## src/adc_sync_requantizer_consts.vh

```
// Constants for the sync and requantizer configuration register block.
// Assumes 8-bit register addresses and 8-bit data from the serial port decoder.
`ifndef ADC_SYNC_REQUANTIZER_CONSTS_VH
`define ADC_SYNC_REQUANTIZER_CONSTS_VH
// Register offsets
`define ADDR_SELFTEST_SIGNATURE_LOW  8'h24
`define ADDR_SELFTEST_SIGNATURE_HIGH 8'h25
`define ADDR_SYNC_CONTROL            8'h3a
`define ADDR_REQUANTIZER_CONTROL     8'h3c
`define ADDR_REQUANTIZER_TUNING      8'h3e
// Reset values
`define RST_SYNC_CONTROL             8'h00
`define RST_REQUANTIZER_CONTROL      8'h00
`define RST_REQUANTIZER_TUNING       8'h1c
// Writable masks, reserved bits are cleared
`define MASK_SYNC_CONTROL            8'h03
`define MASK_REQUANTIZER_CONTROL     8'h1f
`define MASK_REQUANTIZER_TUNING      8'h3f
// Field positions
`define BIT_MASTER_SYNC_ENABLE       0
`define BIT_DIVIDER_SYNC_ENABLE      1
`define BIT_REQUANTIZER_ENABLE       0
`define BIT_MODE_PIN_DISABLE         4
`define FIELD_BW_MODE_HI             3
`define FIELD_BW_MODE_LO             1
// Bandwidth modes
`define BW_MODE_22PCT                3'h0
`define BW_MODE_33PCT                3'h1
// Count of valid tuning words per mode
`define TUNING_COUNT_22PCT           6'h39
`define TUNING_COUNT_33PCT           6'h22
// Band step of one tuning increment, in tenths of a percent of sample rate
`define TUNING_STEP_TENTHS_PCT       8'h05
`endif

```

## src/adc_sync_requantizer_config_regs.v

```verilog
// Sync and requantizer configuration registers of a multi-channel converter.
// Assumes a serial port decoder hands over address, data and one-cycle
// strobes already moved into the sample clock domain.
//
// Overview of operation
// - Divider-sync bit gates pulse to divider
// - Sync passes only when both enables set
// - Nothing syncs without master sync enable
// - Bit 4 picks pin or register control
// - Local writes hit only selected channels
// - Mode 000 selects 22 percent band
// - Mode 001 selects 33 percent band
// - Register enable turns requantizer on or off
// - Pin decides when bit 4 clear, with a valid tuning word
// - Six-bit tuning word sets band edges
// - 22 percent mode accepts 57 words
// - 33 percent mode accepts 34 words
// - Each step moves band half percent
`include "adc_sync_requantizer_consts.vh"
module adc_sync_requantizer_config_regs #(
    parameter CHANNELS = 4
) (
    input  wire                  core_clk,
    input  wire                  rst,
    input  wire                  clkEn,
    input  wire [7:0]            regAddr,
    input  wire [7:0]            regWriteData,
    input  wire                  regWrite,
    input  wire                  regRead,
    input  wire [CHANNELS-1:0]   channelSelect,
    input  wire [15:0]           selftestSignature,
    input  wire [CHANNELS-1:0]   modePin,
    input  wire                  syncIn,
    output reg  [7:0]            regReadData,
    output reg                   regReadValid,
    output reg                   dividerSync,
    output wire [CHANNELS-1:0]   requantActive,
    output wire [2*CHANNELS-1:0] bwSelect,
    output wire [CHANNELS-1:0]   tuneValid,
    output wire [8*CHANNELS-1:0] bandStartTenths
);
    // ------------------------------------------------------------
    // Pin synchronisers
    // ------------------------------------------------------------
    reg [CHANNELS-1:0] modeMeta;   // First stage, read only by modeSync
    reg [CHANNELS-1:0] modeSync;   // Safe copy of the mode pins
    reg                syncMeta;   // First stage of the sync pin
    reg                syncLevel;  // Safe copy of the sync pin
    reg                syncPrev;   // Previous level for edge detect

    // Pins are asynchronous to the sample clock, so two flops each
    always @(posedge core_clk or posedge rst) begin
        if (rst) begin
            modeMeta  <= {CHANNELS{1'b0}};
            modeSync  <= {CHANNELS{1'b0}};
            syncMeta  <= 1'b0;
            syncLevel <= 1'b0;
            syncPrev  <= 1'b0;
        end else if (clkEn) begin
            modeMeta  <= modePin;
            modeSync  <= modeMeta;
            syncMeta  <= syncIn;
            syncLevel <= syncMeta;
            syncPrev  <= syncLevel;
        end
    end

    // ------------------------------------------------------------
    // Global sync control register
    // ------------------------------------------------------------
    reg [7:0] syncControl;         // Master and divider sync enables

    always @(posedge core_clk or posedge rst) begin
        if (rst) begin
            syncControl <= `RST_SYNC_CONTROL;
        end else if (clkEn && regWrite && regAddr == `ADDR_SYNC_CONTROL) begin
            syncControl <= regWriteData & `MASK_SYNC_CONTROL;
        end
    end

    // ------------------------------------------------------------
    // Divider sync pulse
    // ------------------------------------------------------------
    // Continuous mode: every rising sync edge passes while both bits set
    wire syncEdge = syncLevel & ~syncPrev;  // Rising edge of synced pin
    wire syncGate = syncControl[`BIT_MASTER_SYNC_ENABLE]
                  & syncControl[`BIT_DIVIDER_SYNC_ENABLE];

    always @(posedge core_clk or posedge rst) begin
        if (rst) begin
            dividerSync <= 1'b0;
        end else if (clkEn) begin
            dividerSync <= syncEdge & syncGate;
        end
    end

    // ------------------------------------------------------------
    // Per-channel local registers
    // ------------------------------------------------------------
    wire ctrlHit = regWrite && regAddr == `ADDR_REQUANTIZER_CONTROL;
    wire tuneHit = regWrite && regAddr == `ADDR_REQUANTIZER_TUNING;
    wire [8*CHANNELS-1:0] ctrlRegs;  // Stored control per channel
    wire [8*CHANNELS-1:0] tuneRegs;  // Stored tuning per channel

    genvar ch;
    generate
        for (ch = 0; ch < CHANNELS; ch = ch + 1) begin : gChannel
            channel_config_slot uSlot (
                .core_clk        (core_clk),
                .rst             (rst),
                .clkEn           (clkEn),
                .ctrlWrite       (ctrlHit & channelSelect[ch]),
                .tuneWrite       (tuneHit & channelSelect[ch]),
                .writeData       (regWriteData),
                .modePinSync     (modeSync[ch]),
                .ctrlReg         (ctrlRegs[8*ch+7:8*ch]),
                .tuneReg         (tuneRegs[8*ch+7:8*ch]),
                .requantActive   (requantActive[ch]),
                .bwSelect        (bwSelect[2*ch+1:2*ch]),
                .tuneValid       (tuneValid[ch]),
                .bandStartTenths (bandStartTenths[8*ch+7:8*ch])
            );
        end
    endgenerate

    // ------------------------------------------------------------
    // Read path
    // ------------------------------------------------------------
    // Local reads return the lowest selected channel; none selected reads 0
    reg [7:0] pickCtrl;
    reg [7:0] pickTune;
    reg       picked;
    integer   k;
    always @* begin
        pickCtrl = 8'h00;
        pickTune = 8'h00;
        picked   = 1'b0;
        for (k = 0; k < CHANNELS; k = k + 1) begin
            if (channelSelect[k] && !picked) begin
                pickCtrl = ctrlRegs[8*k +: 8];
                pickTune = tuneRegs[8*k +: 8];
                picked   = 1'b1;
            end
        end
    end

    reg [7:0] next_readData;
    always @* begin
        case (regAddr)
            // Signature is never stored here, so writes cannot touch it
            `ADDR_SELFTEST_SIGNATURE_LOW:  next_readData = selftestSignature[7:0];
            `ADDR_SELFTEST_SIGNATURE_HIGH: next_readData = selftestSignature[15:8];
            `ADDR_SYNC_CONTROL:            next_readData = syncControl;
            `ADDR_REQUANTIZER_CONTROL:     next_readData = pickCtrl;
            `ADDR_REQUANTIZER_TUNING:      next_readData = pickTune;
            default:                       next_readData = 8'h00;
        endcase
    end

    // Read data from a flop, valid one cycle after the strobe
    always @(posedge core_clk or posedge rst) begin
        if (rst) begin
            regReadData  <= 8'h00;
            regReadValid <= 1'b0;
        end else if (clkEn) begin
            regReadValid <= regRead;
            if (regRead) begin
                regReadData <= next_readData;
            end
        end
    end
endmodule // adc_sync_requantizer_config_regs

```

## src/channel_config_slot.v

```verilog
// One channel's local requantizer settings and resolved controls.
// Assumes writes arrive already decoded and qualified by channel selection.
`include "adc_sync_requantizer_consts.vh"
module channel_config_slot (
    input  wire       core_clk,
    input  wire       rst,
    input  wire       clkEn,
    input  wire       ctrlWrite,
    input  wire       tuneWrite,
    input  wire [7:0] writeData,
    input  wire       modePinSync,
    output reg  [7:0] ctrlReg,
    output reg  [7:0] tuneReg,
    output reg        requantActive,
    output reg  [1:0] bwSelect,
    output reg        tuneValid,
    output reg  [7:0] bandStartTenths
);
    // ------------------------------------------------------------
    // Combinational decode of stored settings
    // ------------------------------------------------------------
    reg next_active;            // Active decision before the register
    reg next_valid;             // Tuning word inside its mode's range
    reg [1:0] next_bw;          // 0 none, 1 for 22 pct, 2 for 33 pct
    always @* begin
        if (ctrlReg[`BIT_MODE_PIN_DISABLE]) begin
            next_active = ctrlReg[`BIT_REQUANTIZER_ENABLE];
        end else begin
            next_active = modePinSync;
        end
        case (ctrlReg[`FIELD_BW_MODE_HI:`FIELD_BW_MODE_LO])
            `BW_MODE_22PCT: begin
                next_bw    = 2'h1;
                next_valid = tuneReg[5:0] < `TUNING_COUNT_22PCT;
            end
            `BW_MODE_33PCT: begin
                next_bw    = 2'h2;
                next_valid = tuneReg[5:0] < `TUNING_COUNT_33PCT;
            end
            default: begin
                // Undefined mode: no band, datapath should bypass
                next_bw    = 2'h0;
                next_valid = 1'b0;
            end
        endcase
    end

    // ------------------------------------------------------------
    // Stored settings and registered outputs
    // ------------------------------------------------------------
    always @(posedge core_clk or posedge rst) begin
        if (rst) begin
            ctrlReg         <= `RST_REQUANTIZER_CONTROL;
            tuneReg         <= `RST_REQUANTIZER_TUNING;
            requantActive   <= 1'b0;
            bwSelect        <= 2'h0;
            tuneValid       <= 1'b0;
            bandStartTenths <= 8'h00;
        end else if (clkEn) begin
            if (ctrlWrite) begin
                ctrlReg <= writeData & `MASK_REQUANTIZER_CONTROL;
            end
            if (tuneWrite) begin
                tuneReg <= writeData & `MASK_REQUANTIZER_TUNING;
            end
            requantActive   <= next_active & next_valid;
            bwSelect        <= next_bw;
            tuneValid       <= next_valid;
            // Band edge moves half a percent per step
            bandStartTenths <= {2'h0, tuneReg[5:0]} * `TUNING_STEP_TENTHS_PCT;
        end
    end
endmodule // channel_config_slot

```

## config.mk

```make
export PLATFORM = sky130hd
export DESIGN_NAME = adc_sync_requantizer_config_regs
export DESIGN_NICKNAME = d
export VERILOG_FILES = /design/src/adc_sync_requantizer_config_regs.v /design/src/channel_config_slot.v
export VERILOG_INCLUDE_DIRS = /design/src /design/src/src
export SDC_FILE = /design/constraint.sdc
export NUM_CORES = 1
export LEC_CHECK = 0
export BUFFER_PORTS_ARGS = -buffer_cell sky130_fd_sc_hd__clkbuf_2
export CAP_MARGIN = 0
export CORE_MARGIN = 2
export CORE_UTILIZATION = 45
export CTS_BUF_LIST = sky130_fd_sc_hd__clkbuf_4
export DETAILED_ROUTE_END_ITERATION = 7
export GPL_TIMING_DRIVEN = 1
export PLACE_DENSITY = 0.69
export SLEW_MARGIN = 40
export SYNTH_ARGS = -nofsm -noshare
export SYNTH_HDL_FRONTEND = slang
export SYNTH_SLANG_ARGS = --single-unit
```

## constraint.sdc

```tcl
create_clock -name core_clk -period 3.45 [get_ports core_clk]
set_input_delay 0.5175 -clock core_clk [delete_from_list [all_inputs] [get_ports core_clk]]
set_output_delay 0.5175 -clock core_clk [all_outputs]
set_load 0.05 [all_outputs]
```

# Word level (Yosys, flattened, before mapping)
# Cells that the tools add are included.
[classes] mux=24 n_bitwise=16 n_reduce_logical=23 mul=4 magnitude_cmp=8 eq_ne=9
[op_table] cell="$lt A6 B6 Y1 const B" n=8
[op_table] cell="$mux W8" n=6
[op_table] cell="$eq A8 B6 Y1 const B" n=5
[op_table] cell="$pmux W8 S5" n=1
[op_table] cell="$mul A6 B3 Y8 const B" n=4
[op_table] cell="$reduce_and A2 Y1" n=9
[op_table] cell="$pmux W2 S2" n=4
[op_table] cell="$and A1 B1 Y1" n=15
[op_table] cell="$eq A3 B1 Y1 const B" n=4
[op_table] cell="$logic_not A3 Y1" n=4
[op_table] cell="$pmux W1 S2" n=4
[op_table] cell="$logic_and A1 B1 Y1" n=7
[op_table] cell="$mux W1" n=7
[op_table] cell="$mux W6" n=1
[op_table] cell="$mux W5" n=1
[op_table] cell="$logic_not A1 Y1" n=3
[op_table] cell="$not A1 Y1" n=1
[totals] output_inout_bits=58 word_cells=117 register_bits=115 input_bits=46

# Longest topological paths before layout
[depth] ltp_word=11 mapped_depth=9 mapped_depth_nobuf=9

# Hierarchy
# Synthesis repeated with hierarchy kept, for this count alone.
[unflattened] cells_unflattened=555 hier_area_um2=6292.3
[modules_own_cells] mod="channel_config_slot" seq_area_each_um2=579.3 area_per_inst_um2=1159.9 cells_each=94 instances=4
[modules_own_cells] mod="adc_sync_requantizer_config_regs" seq_area_each_um2=575.6 area_per_inst_um2=1652.8 cells_each=179 instances=1

# Worst setup path before layout
# Ideal clock, no wire load.
[synth_timing] kind="reg-to-reg" from="register gChannel[2].uSlot.tuneReg[3]" to="register gChannel[2].uSlot.bandStartTenths[7]" path_stages_with_launch=8 slack_ps=1310 required_time_ps=3325 t_arrival_ps=2015 setup_time_ps=125 period_less_slack_ps=2140 n_path_buf=0 cell_sequence="dfstp_2 -> ha_1 -> ha_1 -> fa_1 -> a21o_1 -> a21oi_1 -> xnor2_1 -> mux2_2"
[synth_between] elab_chain_cells=1
[synth_rtl] item="from (decl)" line_no="channel_config_slot.v:13" rtl="output reg [7:0] tuneReg,"
[synth_rtl] item="from (signal assigned)" line_no="channel_config_slot.v:54" rtl="tuneReg <= `RST_REQUANTIZER_TUNING;"
[synth_rtl] item="from (signal assigned)" line_no="channel_config_slot.v:64" rtl="tuneReg <= writeData & `MASK_REQUANTIZER_TUNING;"
[synth_rtl] item="$mul A6 B3 Y8 (no line)"
[synth_rtl] item="to (signal assigned)" line_no="channel_config_slot.v:70" rtl="bandStartTenths <= {2'h0, tuneReg[5:0]} * `TUNING_STEP_TENTHS_PCT;"
[synth_rtl] item="to (decl)" line_no="channel_config_slot.v:17" rtl="output reg [7:0] bandStartTenths"
# Every way passes these cells.
# A chain may end at the register's enable or synchronous reset.

# Worst setup path in the final report
# Ends and elaborated chain as after synthesis.

==> metrics.cfg <==
[run_status]
status = finished clean

[yosys]
synth_edf_count = 0
yosysMostFrequentCell = dfrtp_1
syn_inst = 494
synth_cell_types = 59
syn-cell-area_um2 = 5960
ys_ff_latch = 115
synthArstFlopShare_pct = 100
synth_area_leader_cell = dfrtp_1
ys_top_cells_by_count = dfrtp_1 (103), mux2_2 (90), ha_1 (32), inv_1 (32), nand2_1 (22)
synth_area_leaders = dfrtp_1 (43%), mux2_2 (17%), ha_1 (6.7%), dfstp_2 (5.3%), mux2i_1 (2.0%)
synth.yosys.warnings = 0
syn-num-nets = 576
synth_area_per_cell_um2 = 12.1
synth_top_area_share_pct = 43.3
synth_seq_area_share_pct = 48.6
ys.flop_type = dfrtp_1

[global_route]
first_global_vias = 4359
antenna_found_initial = 1
grt_max_degree = 73
gr-total-overflow = 0
track_usage_pct = 21.0
grt_pass1_wl_um = 22600

[placed_design]
dp_hpwl_um = 10300
io_buffers = 101
dpl_cell_area_um2 = 6600
gp_congestion = 0.899

[worst_setup_path]
cp_data_required_time_ns = 3.89
r2r_end = gChannel[2].uSlot.bandStartTenths[7]$_DFFE_PP0P_
crit_path_start_kind = register
arrival_ns = 2.73
path_class = reg -> reg
startpoint = gChannel[2].uSlot.tuneReg[3]$_DFFE_PP1P_
cp-end-kind = register
critPathMaxFanout = 6
rr_worst_depth = 7
reg2reg_slack_ns = 1.17
r2r_start = gChannel[2].uSlot.tuneReg[3]$_DFFE_PP1P_

[drt]
wl_met2_um = 6930
drt_wl_total_um = 14200
drtPass1Iterations = 4
routed-wl-met3_um = 604
drc = 0
num_vias = 4294
drt-initial-drc-count = 251
drt-vias-per-instance = 5.48
wl_per_cell_um = 18.1
highest_layer = met4
met1_length_um = 6290
antenna_left = 0

[hold_path]
hp-start = modePin[0]
hold_class = in -> reg
worstHoldEndpoint = modeMeta[0]$_DFFE_PP0P_
hold_path_depth = 2

[sta]
drv_slew = 0
max_freq_ghz = 0.438
fin_crit_sh_pct = 66.1
min_period_ns = 2.28
worstMarginPinSlew_ns = 0.611
skew_ns = 0.0114
hold_ws_ns = 0.188
relSlewSlack_pct = 58.9
rsz0062_at_grt = no
setup_violations = 0
tns_ns = 0
finalHoldViolCount = 0

[cts]
clock-sinks = 115
cts_tree = yes
cts.clk_slew.worst_paths_ns = 0.10
postCtsSetupBuffers = 0
cts_buffer_depth = 2
cts-buffers-inserted = 17
root_buffer = clkbuf_4
clk_latency_ns = 0.56
htree_levels = 4

[finish]
final_net_count = 676
final_cell_area_um2 = 6930
drive_above_1_share_pct = 40.5
area_growth_pct = 16.3

[floorplanning]
dieArea_um2 = 14200
die_w_um = 119
start_util_pct = 45.5
num_rows = 42
io-pin-count = 104
fp.coreArea_um2 = 13100
dieHeight_um = 119

[job]
drv_cap = 0

[power_and_ir_drop]
power.density_nw_per_um2 = 414
power_leakage_uw = 0.00351
power_uw = 2870
irDropWorstVdd_v = 0.000185

-- report_power, final --
part / switching, µW / internal [µW] / leakage [µW]
Clock: 504 / 578 / 0.000171
Combinational: 236 / 113 / 0.00186
Sequential: 35.4 / 1400 / 0.00147
-- critical path, cell delays in order (launching register included) --
cell and delay (ns):
dfstp_2 0.60, ha_1 0.25, ha_1 0.23, fa_1 0.42
a21o_1 0.18, a21oi_1 0.17, xnor2_1 0.08, mux2_2 0.26
-- placed cells by master, fill, tap and decap left out, types with 3 or more instances in the layout --
cell and n:
o31a_1 8, dfrtp_1 103, xnor2_1 12, bufinv_16 4, nor3_1 6, clkinv_2 6
nand2_1 22, o21ai_0 16, clkbuf_2 101, o21ai_1 3, a22o_1 3, nor4_1 3
clkbuf_4 19, nand3_1 10, a21oi_1 21, a21o_1 9, o221ai_1 3, mux2i_1 12
nor2_1 14, o31ai_1 4, mux2_2 90, inv_1 31, o22ai_1 10, dfstp_2 12
ha_1 32, fa_1 4
-- sequential cells by signal (all words and copies together), names as in the netlist --
signal	cells
regReadData	8
gChannel.uSlot.ctrlReg	20
dividerSync	1
modeSync	4
gChannel.uSlot.bwSelect	8
modeMeta	4
syncPrev	1
syncMeta	1
gChannel.uSlot.requantActive	4
syncControl	2
gChannel.uSlot.tuneReg	24
gChannel.uSlot.bandStartTenths	32
gChannel.uSlot.tuneValid	4
regReadValid	1
syncLevel	1
-- final cells by class --
cell class	instances	area, µm²
fillers	1168	6160
well taps	176	220
diodes	1	2.50
clock buffers	19	143
flip-flops and latches	115	2890
repair buffers	107	582
multi-input cells	321	2800
clock inverters	13	165
inverters	32	124
-- cells by family after synthesis --
| logic type | Yosys count | share of synthesized area (%) |
|---|---|---|
| flops | 115 | 48.6 |
| mux | 103 | 19.2 |
| compound gates | 95 | 11.0 |
| fa+ha+maj | 36 | 8.07 |
| simple gates | 75 | 6.93 |
| xor+xnor | 12 | 1.76 |
| buf+inv | 58 | 4.47 |
-- stage by stage --
stage	instances	setup WS, ns	utilization, %
after floorplan	494	1.31	-
after global placement	749	1.12	50.3
after detailed placement	750	1.08	50.5
after CTS	783	1.18	52.9
after global routing	784	1.11	52.9
final	784	1.17	52.9
-- worst max-delay path by stage --
stage / endpoint / slack [ns] / depth (start not counted)
floorplan: gChannel[2].uSlot.bandStartTenths[7]$_DFFE_PP0P_ / 1.31 / 7
global placement: gChannel[0].uSlot.ctrlReg[1]$_DFFE_PP0P_ / 1.12 / 5
detailed placement: gChannel[0].uSlot.ctrlReg[1]$_DFFE_PP0P_ / 1.08 / 5
CTS: gChannel[2].uSlot.bandStartTenths[7]$_DFFE_PP0P_ / 1.18 / 7
global route: gChannel[2].uSlot.bandStartTenths[7]$_DFFE_PP0P_ / 1.11 / 7
finish: gChannel[2].uSlot.bandStartTenths[7]$_DFFE_PP0P_ / 1.17 / 7
-- what timing repair did --
item	in CTS	in global routing
hold endpoints to repair	18	0
gates resized for setup	0	0
endpoints found under the setup margin	0	0
hold buffers	1	0
-- layer usage --
layer | track usage (%) | vias to the layer above
met3 | 4.65 | 25
met5 | 0 | -
met4 | 9.23 | 0
met1 | 26.9 | 2147
li1 | - | 2012
met2 | 34.1 | 110
(Power assumes the default switching activity.)
